$ cat config.mk
export PLATFORM = sky130hd
export DESIGN_NAME = cise_exec
export DESIGN_NICKNAME = d
export VERILOG_FILES = /design/src/cise_pkg.sv /design/src/cise_exec.sv
export SDC_FILE = /design/constraint.sdc
export NUM_CORES = 2
export LEC_CHECK = 0
export BUFFER_PORTS_ARGS = -buffer_cell sky130_fd_sc_hd__buf_2
export CAP_MARGIN = 20
export CORE_MARGIN = 2
export CORE_UTILIZATION = 35
export CTS_CLUSTER_SIZE = 10
export DETAILED_ROUTE_END_ITERATION = 10
export GPL_TIMING_DRIVEN = 0
export PLACE_DENSITY = 0.45
export SETUP_SLACK_MARGIN = 0.15
export SYNTH_ARGS = -nofsm -noshare
export SYNTH_HDL_FRONTEND = slang
export SYNTH_SLANG_ARGS = --single-unit
$ cat constraint.sdc
create_clock -name mclk -period 11.3 [get_ports mclk]
set_input_delay 1.695 -clock mclk [delete_from_list [all_inputs] [get_ports mclk]]
set_output_delay 1.695 -clock mclk [all_outputs]
set_load 0.005 [all_outputs]
$ cat src/cise_pkg.sv
// Constants, opcode patterns and decoded-instruction carrier for the executor.
// Assumes 14-bit instruction words and 8-bit data.
package cise_pkg;

  // ----------------------------------------------------------------
  // Widths and reset values
  // ----------------------------------------------------------------
  localparam int INSTR_W = 14;
  localparam int PC_W = 13;
  localparam int DATA_W = 8;
  localparam int FADDR_W = 7;
  localparam int FILE_DEPTH = 128;
  localparam logic [PC_W-1:0] PC_RST = 13'h0000;
  localparam logic [DATA_W-1:0] W_RST = 8'h00;
  localparam logic [DATA_W-1:0] ZERO_BYTE = 8'h00;
  localparam logic [DATA_W-1:0] ONE_BYTE = 8'h01;

  // ----------------------------------------------------------------
  // Field positions
  // ----------------------------------------------------------------
  localparam int DEST_BIT = 7;
  localparam int BR_K_W = 11;
  localparam int LATCH_HI = 4;
  localparam int LATCH_LO = 3;

  // ----------------------------------------------------------------
  // Opcode matching: value under mask
  // ----------------------------------------------------------------
  localparam logic [INSTR_W-1:0] CLR_MASK = 14'h3f80;
  localparam logic [INSTR_W-1:0] CLR_VAL = 14'h0100;
  localparam logic [INSTR_W-1:0] FOP_MASK = 14'h3f00;
  localparam logic [INSTR_W-1:0] DECSZ_VAL = 14'h0b00;
  localparam logic [INSTR_W-1:0] INCSZ_VAL = 14'h0f00;
  localparam logic [INSTR_W-1:0] INC_VAL = 14'h0a00;
  localparam logic [INSTR_W-1:0] BR_MASK = 14'h3800;
  localparam logic [INSTR_W-1:0] BR_VAL = 14'h2800;
  localparam logic [INSTR_W-1:0] IOR_MASK = 14'h3f00;
  localparam logic [INSTR_W-1:0] IOR_VAL = 14'h3800;

  typedef enum logic [2:0] {
    CISE_OP_NOP,
    CISE_OP_ACC_CLEAR,
    CISE_OP_DEC_SKIP,
    CISE_OP_INC_SKIP,
    CISE_OP_FILE_INC,
    CISE_OP_BRANCH,
    CISE_OP_LIT_OR
  } cise_op_e;

  typedef struct packed {
    cise_op_e op;
    logic dest_file;
    logic [FADDR_W-1:0] faddr;
    logic [DATA_W-1:0] lit8;
    logic [BR_K_W-1:0] lit11;
  } cise_dec_s;

endpackage

$ cat src/cise_exec.sv
// Executor for a subset of an 8-bit core's instruction set, with its own file registers.
// Assumes the instruction word for pc_r is presented in the same instruction clock.
// How it works
// - Clearing the accumulator writes zero to it and always sets the zero flag.
// - File arithmetic writes the accumulator when the destination bit is 0, else file f.
// - Decrement-and-skip stores f-1, flushes the next instruction on zero, keeps flags.
// - Increment-and-skip stores f+1, flushes the next instruction on zero, keeps flags.
// - The branch loads its 11-bit literal into pc 10:0 and latch bits 4:3 into pc 12:11.
// - Literal-OR puts accumulator OR literal into the accumulator and updates zero.
// - Plain increment stores f+1 at the destination, updates zero and never skips.
`timescale 1ns/1ns
module cise_exec #(
  parameter int DEPTH = cise_pkg::FILE_DEPTH
) (
  // Clock and reset
  input wire logic mclk,
  input wire logic arst_n,
  // Instruction stream
  input wire logic [cise_pkg::INSTR_W-1:0] instr,
  input wire logic [cise_pkg::DATA_W-1:0] pc_high_latch,
  // Core state
  output logic [cise_pkg::PC_W-1:0] pc_r,
  output logic [cise_pkg::DATA_W-1:0] w_r,
  output logic zero_r,
  output logic flush_r,
  // File write observation
  output logic file_we_r,
  output logic [cise_pkg::FADDR_W-1:0] file_addr_r,
  output logic [cise_pkg::DATA_W-1:0] file_wdata_r
);

  // ----------------------------------------------------------------
  // Decode
  // ----------------------------------------------------------------
  cise_pkg::cise_dec_s dec;
  logic [cise_pkg::DATA_W-1:0] mem_r [DEPTH];
  logic [cise_pkg::DATA_W-1:0] fval;
  logic [cise_pkg::DATA_W-1:0] res;
  logic exec;
  logic file_op;
  logic to_w;
  logic to_f;
  logic skip_nxt;
  logic z_upd;

  always_comb begin
    dec.op = cise_pkg::CISE_OP_NOP;
    dec.dest_file = instr[cise_pkg::DEST_BIT];
    dec.faddr = instr[cise_pkg::FADDR_W-1:0];
    dec.lit8 = instr[cise_pkg::DATA_W-1:0];
    dec.lit11 = instr[cise_pkg::BR_K_W-1:0];
    if ((instr & cise_pkg::CLR_MASK) == cise_pkg::CLR_VAL) begin
      dec.op = cise_pkg::CISE_OP_ACC_CLEAR;
    end else if ((instr & cise_pkg::FOP_MASK) == cise_pkg::DECSZ_VAL) begin
      dec.op = cise_pkg::CISE_OP_DEC_SKIP;
    end else if ((instr & cise_pkg::FOP_MASK) == cise_pkg::INCSZ_VAL) begin
      dec.op = cise_pkg::CISE_OP_INC_SKIP;
    end else if ((instr & cise_pkg::FOP_MASK) == cise_pkg::INC_VAL) begin
      dec.op = cise_pkg::CISE_OP_FILE_INC;
    end else if ((instr & cise_pkg::BR_MASK) == cise_pkg::BR_VAL) begin
      dec.op = cise_pkg::CISE_OP_BRANCH;
    end else if ((instr & cise_pkg::IOR_MASK) == cise_pkg::IOR_VAL) begin
      dec.op = cise_pkg::CISE_OP_LIT_OR;
    end
  end

  // ----------------------------------------------------------------
  // Execute
  // ----------------------------------------------------------------
  // A flushed slot executes as a no-operation whatever word is presented.
  assign exec = !flush_r;
  assign fval = mem_r[dec.faddr];
  assign file_op = (dec.op == cise_pkg::CISE_OP_DEC_SKIP) ||
                   (dec.op == cise_pkg::CISE_OP_INC_SKIP) ||
                   (dec.op == cise_pkg::CISE_OP_FILE_INC);

  always_comb begin
    res = cise_pkg::ZERO_BYTE;
    z_upd = 1'b0;
    unique case (dec.op)
      cise_pkg::CISE_OP_ACC_CLEAR: begin
        res = cise_pkg::ZERO_BYTE;
        z_upd = 1'b1;
      end
      cise_pkg::CISE_OP_DEC_SKIP: res = fval - cise_pkg::ONE_BYTE;
      cise_pkg::CISE_OP_INC_SKIP: res = fval + cise_pkg::ONE_BYTE;
      cise_pkg::CISE_OP_FILE_INC: begin
        res = fval + cise_pkg::ONE_BYTE;
        z_upd = 1'b1;
      end
      cise_pkg::CISE_OP_LIT_OR: begin
        res = w_r | dec.lit8;
        z_upd = 1'b1;
      end
      cise_pkg::CISE_OP_BRANCH: res = cise_pkg::ZERO_BYTE;
      cise_pkg::CISE_OP_NOP: res = cise_pkg::ZERO_BYTE;
    endcase
  end

  assign to_w = exec && ((dec.op == cise_pkg::CISE_OP_ACC_CLEAR) ||
                (dec.op == cise_pkg::CISE_OP_LIT_OR) || (file_op && !dec.dest_file));
  assign to_f = exec && file_op && dec.dest_file;
  assign skip_nxt = exec && (((dec.op == cise_pkg::CISE_OP_DEC_SKIP) ||
                    (dec.op == cise_pkg::CISE_OP_INC_SKIP)) && (res == cise_pkg::ZERO_BYTE) ||
                    (dec.op == cise_pkg::CISE_OP_BRANCH));

  // ----------------------------------------------------------------
  // State
  // ----------------------------------------------------------------
  always_ff @(posedge mclk or negedge arst_n) begin
    if (!arst_n) begin
      pc_r <= cise_pkg::PC_RST;
    end else if (exec && dec.op == cise_pkg::CISE_OP_BRANCH) begin
      pc_r <= {pc_high_latch[cise_pkg::LATCH_HI:cise_pkg::LATCH_LO], dec.lit11};
    end else begin
      pc_r <= pc_r + 13'h0001;
    end
  end

  always_ff @(posedge mclk or negedge arst_n) begin
    if (!arst_n) begin
      flush_r <= 1'b0;
    end else begin
      flush_r <= skip_nxt;
    end
  end

  always_ff @(posedge mclk or negedge arst_n) begin
    if (!arst_n) begin
      w_r <= cise_pkg::W_RST;
    end else if (to_w) begin
      w_r <= res;
    end
  end

  always_ff @(posedge mclk or negedge arst_n) begin
    if (!arst_n) begin
      zero_r <= 1'b0;
    end else if (exec && z_upd) begin
      // Clear yields a zero result, so the same compare always sets the flag.
      zero_r <= (res == cise_pkg::ZERO_BYTE);
    end
  end

  // File registers reset to zero so a test can predict every read.
  always_ff @(posedge mclk or negedge arst_n) begin
    if (!arst_n) begin
      for (int i = 0; i < DEPTH; i++) begin
        mem_r[i] <= cise_pkg::ZERO_BYTE;
      end
    end else if (to_f) begin
      mem_r[dec.faddr] <= res;
    end
  end

  always_ff @(posedge mclk or negedge arst_n) begin
    if (!arst_n) begin
      file_we_r <= 1'b0;
      file_addr_r <= '0;
      file_wdata_r <= cise_pkg::ZERO_BYTE;
    end else begin
      file_we_r <= to_f;
      file_addr_r <= dec.faddr;
      file_wdata_r <= res;
    end
  end

  // ----------------------------------------------------------------
  // Checks
  // ----------------------------------------------------------------
  AST_CLEAR: assert property (@(posedge mclk) disable iff (!arst_n)
    exec && dec.op == cise_pkg::CISE_OP_ACC_CLEAR |=> w_r == 8'h00 && zero_r)
    else $error("accumulator clear wrong");
  AST_DEST_W: assert property (@(posedge mclk) disable iff (!arst_n)
    exec && file_op && !dec.dest_file |=> w_r == $past(res) && !file_we_r)
    else $error("file result missed accumulator");
  AST_DEST_F: assert property (@(posedge mclk) disable iff (!arst_n)
    exec && file_op && dec.dest_file |=> file_we_r && $stable(w_r))
    else $error("file result missed file");
  AST_DEC_SKIP: assert property (@(posedge mclk) disable iff (!arst_n)
    exec && dec.op == cise_pkg::CISE_OP_DEC_SKIP |=>
    flush_r == ($past(fval) == 8'h01) && $stable(zero_r))
    else $error("decrement skip wrong");
  AST_INC_SKIP: assert property (@(posedge mclk) disable iff (!arst_n)
    exec && dec.op == cise_pkg::CISE_OP_INC_SKIP |=>
    flush_r == ($past(fval) == 8'hff) && $stable(zero_r))
    else $error("increment skip wrong");
  AST_BRANCH: assert property (@(posedge mclk) disable iff (!arst_n)
    exec && dec.op == cise_pkg::CISE_OP_BRANCH |=>
    flush_r && pc_r == {$past(pc_high_latch[4:3]), $past(instr[10:0])} ##1 !flush_r)
    else $error("branch target wrong");
  AST_LIT_OR: assert property (@(posedge mclk) disable iff (!arst_n)
    exec && dec.op == cise_pkg::CISE_OP_LIT_OR |=>
    w_r == ($past(w_r) | $past(instr[7:0])) && zero_r == (w_r == 8'h00))
    else $error("literal or wrong");
  AST_INC: assert property (@(posedge mclk) disable iff (!arst_n)
    exec && dec.op == cise_pkg::CISE_OP_FILE_INC |=>
    !flush_r && zero_r == ($past(fval) == 8'hff))
    else $error("plain increment wrong");
  // The flag is judged from the value that was stored, not from the internal result bus.
  AST_ZERO: assert property (@(posedge mclk) disable iff (!arst_n)
    exec && z_upd && dec.op != cise_pkg::CISE_OP_ACC_CLEAR |=>
    zero_r == ((file_we_r ? file_wdata_r : w_r) == 8'h00))
    else $error("zero flag wrong");
  // A flushed slot must leave the accumulator, zero flag and file registers alone and must not flush again.
  AST_FLUSH_NOP: assert property (@(posedge mclk) disable iff (!arst_n)
    flush_r |=> $stable(w_r) && $stable(zero_r) && !file_we_r && !flush_r)
    else $error("flushed slot changed state");
  AST_PC_STEP: assert property (@(posedge mclk) disable iff (!arst_n)
    !(exec && dec.op == cise_pkg::CISE_OP_BRANCH) |=> pc_r == $past(pc_r) + 13'h0001)
    else $error("pc did not step by one");

  CV_SKIP: cover property (@(posedge mclk) disable iff (!arst_n)
    exec && dec.op == cise_pkg::CISE_OP_DEC_SKIP ##1 flush_r);
  CV_BRANCH: cover property (@(posedge mclk) disable iff (!arst_n)
    exec && dec.op == cise_pkg::CISE_OP_BRANCH);
  CV_INC_WRAP: cover property (@(posedge mclk) disable iff (!arst_n)
    exec && dec.op == cise_pkg::CISE_OP_FILE_INC ##1 zero_r);
  CV_INC_SKIP: cover property (@(posedge mclk) disable iff (!arst_n)
    exec && dec.op == cise_pkg::CISE_OP_INC_SKIP ##1 flush_r);

endmodule // cise_exec

==> key figures <==
Drt
  – 1st-iter DRT viols: 5,431
  – Drt first pass iters: 6
  – WL final: 234,700 µm
  – Drt drc: 0
  – Post-route ant nets: 0
  – Routed wire length per instance: 35.84 µm
  – Routed vias: 40.48k
  – Routed vias/inst: 6.181

Critical path
  – Slowest cell on crit path: o31ai_1
  – Cell family with most CP delay: buffers and inverters
  – Critical path's largest stage delay: 0.91 ns
  – Worst r2r src: mem_r[265]$_DFFE_PN0P_
  – Setup crit end kind: register
  – Buf/Inv on CP: 12
  – WS Path Type: in -> reg
  – Worst EP required: 11.94 ns
  – Worst Setup SP: instr[2]
  – CP Max Fanout: 10
  – CP Cell Sequence: buf_2, buf_2, buf_2, buf_2, buf_2, nor2_1, nand2_1, buf_2, buf_1, clkbuf_1, buf_8, o22ai_1, o31ai_1, nand4_1, nor3_1, ha_1, a21o_1, a21oi_1, xnor2_1, a21oi_1, clkbuf_2, clkbuf_1, clkbuf_1, o21ai_0
  – CP arrival: 12.19 ns
  – Startpoint Class: input pin
  – Top cell by count, worst path: buf_2

Power and ir drop
  – Clock Power Share: 0.462
  – Comb power frac: 0.087
  – Cell internal pwr: 0.006310 W
  – Sequential Power Share: 0.451
  – Pwr dens: 166.8 nW/µm²
  – IR drop worst, VDD: 0.1514 mV
  – LEAKAGE: 22.39 nW
  – NetSw: 0.002298 W
  – Net Sw Frac: 0.2670

STA
  – Final Skew: 0.03836 ns
  – TNS Setup: -14.40 ns
  – Max Slew Vio Count: 0
  – Max Clk Rate: 0.08660 GHz
  – Final setup viols: 146
  – Worst Hold Margin: 0.4741 ns
  – Final min period: 11.55 ns
  – Rel. slew slack: 0.1152
  – Final hold vios: 0
  – Final Worst Setup Slack: -0.2471 ns
  – RSZ-0062 raised after global routing: false
  – Final period util: 1.022
  – Worst slew pin tran: 1.327 ns

Layout
  – Commonest non-fill, non-tap cell in the layout: nand2_1
  – Layout cells sized above 1: 0.09113
  – Most frequent cells in the layout: nand2_1 (1,198), dfrtp_1 (1,063), o21ai_0 (1,058), o22ai_1 (350), clkbuf_1 (291)
  – Final Cell Area: 51,610 µm²
  – Fin nets: 4,867
  – Finished Core Util: 0.4105
  – Area Overhead vs Synth: 16.19%

Synthesis
  – Synth Cell Area: 44,420 µm²
  – Synth area leader: dfrtp_1
  – Syn nets: 4,622
  – Syn_area_per_cell: 9.677 µm²
  – Syn Inst Count: 4,590
  – Synthesis-stage register bit count: 1,063
  – Post-Synth Adder-Cell Area: 0.002423
  – Mux share of post-synthesis cell area: 0.02718
  – Ys flop type: dfrtp_1
  – Count of cell types in the netlist: 65
  – Synth top area share: 0.5989
  – Post-synthesis async set-or-reset flop share: 1.000
  – Synth Area in XOR/XNOR: 0.003549
  – Post-Synth Simple-Gate Area: 0.1257
  – Register area share after synthesis: 0.5989
  – Synth top area cells: dfrtp_1 (60%), o21ai_0 (12%), nand2_1 (10%)
  – Number of synthesized flops with an enable pin: 0
  – Largest family of logic cells by synthesized area: compound AO/OA/AOI/OAI gates
  – Ys Warns: 0
  – Compound-Gate Fraction of Synth Area: 0.2067

Clocking
  – TritonCTS clock tree: yes
  – CTS Buf Count: 131
  – Clock Latency Late Sink: 0.80 ns
  – TritonCTS sink count: 1,063
  – CTS clk-pin slew, worst paths: 0.06 ns
  – Post-CTS Setup Bufs: 0
  – Clock tree buffer depth: 3
  – CTS Root Buffer Type: clkbuf_16
  – CTS HTree Levels: 4

Placed design
  – Pre-CTS setup slack: -0.8788 ns
  – Port bufs: 56
  – HPWL reported at the end of detailed placement: 158,000 µm
  – Placed cell area: 47,740 µm²
  – Routability cong.: 0.9824

Job
  – Max_cap viols: 0

Global route
  – GRT Total Usage: 0.3597
  – Vias in the first global route: 38.41k
  – First-pass GRT wire length: 323,300 µm
  – Largest net degree at the start of global routing: 153
  – Total grt overflow: 0
  – Initial antenna violation count: 31

Floorplanning
  – IO Pins: 63
  – Die W: 360.2 µm
  – Die ar.: 129,800 µm²
  – Core area: 125,700 µm²
  – Initial Utilization: 0.3533
  – Site Rows: 130
  – Die Y: 360.2 µm

Worst hold path
  – Worst hold path startpoint: mem_r[208]$_DFFE_PN0P_
  – Hold Path Class: reg -> reg

Outcome
  – Status: finished with violations
  – Failing checks: setup timing
[worst reg2reg max path: cells and delay by family, from the launching register on]
family                   cells  cell delay [ns]
XOR/XNOR                     1             0.15
AO/OA/AOI/OAI                9             3.02
AND/OR/NAND/NOR              1             0.43
buffers and inverters        5             1.84
adder cells (fa/ha/maj)      1             0.45
flip-flops                   1             0.36
[path summary, 6_finish.rpt]
path                                          end  slack, ns  cells past startpoint
setup / recovery            mem_r[12]$_DFFE_PN0P_      -0.25                     24
hold / removal             mem_r[208]$_DFFE_PN0P_       0.47                      2
setup reg to reg            mem_r[12]$_DFFE_PN0P_       4.92                     17
hold reg to reg            mem_r[208]$_DFFE_PN0P_       0.47                      2
max in group asynchronous  mem_r[323]$_DFFE_PN0P_       8.20                      4
min in group asynchronous  mem_r[797]$_DFFE_PN0P_       0.71                      1
[flip-flops by register name, summed over array words and instances (netlist names)]
| register | cells |
|---|---|
| file_addr_r | 7 |
| file_wdata_r | 8 |
| file_we_r | 1 |
| flush_r | 1 |
| mem_r | 1024 |
| pc_r | 13 |
| w_r | 8 |
| zero_r | 1 |
[power by group through the flow]
stage          sequential (W)  clock, W  combinational (W)
6_report              0.00388   0.00398           0.000751
5_1_grt               0.00388   0.00416           0.000771
4_1_cts               0.00388   0.00400           0.000724
3_5_place_dp          0.00395         0           0.000722
3_3_place_gp          0.00395         0           0.000699
2_1_floorplan         0.00394         0           0.000279
[repair_timing]
action | 4_1_cts | 5_1_grt
setup endpoints to repair | 91 | 130
hold buffers | 0 | 0
resized for setup | 2 | 3
[cells by family (layout without fill, tap and decap cells)]
group	after synthesis	count (layout)
xor+xnor	18	18
buf+inv	398	702
flops	1063	1063
compound gates	1626	1626
fa+ha+maj	8	8
mux	70	70
other cells	0	5
simple gates	1407	1407
[area by class of cell]
cell class / instances / area (µm²)
clock buffer: 183 / 3711
inverter: 22 / 86.33
multi-input combinational: 3129 / 16290
timing repair buffer: 112 / 1167
antenna: 5 / 12.51
tap: 1650 / 2064
buffer: 376 / 1592
fill: 12720 / 74120
clock inverter: 9 / 88.84
sequential: 1063 / 26600
[stage by stage]
stage	instances	power, W
after floorplan	4590	0.004217
after global placement	6296	0.004651
after detailed placement	6347	0.004669
after CTS	6539	0.008601
after global routing	6544	0.008815
final	6549	0.008607
[Yosys cell counts, types with 8 or more instances]
cell type,count
mux4_2,39
mux2_2,15
o31ai_1,20
a21oi_1,44
o41ai_1,23
o221ai_1,49
o22a_1,35
buf_4,15
o22ai_1,350
buf_1,32
clkbuf_1,310
buf_2,11
xor2_1,8
nand2_1,1198
nor4_1,37
nor2_1,86
nor3_1,13
dfrtp_1,1063
nand2b_1,8
o21ai_0,1058
nand4_1,10
inv_1,19
nand3_1,18
xnor2_1,10
mux2i_1,16
[per-layer routing]
layer  GRT usage  up-vias  wire, µm  share of wire
met4      0.2000       20     14780          0.063
met5    0.009249        -       292         0.0012
li1            -    16670         -              -
met3      0.1080      581     26440           0.11
met2      0.5087     2411     97140           0.41
met1      0.4900    20800     96050           0.41
(Power assumes the default switching activity.)
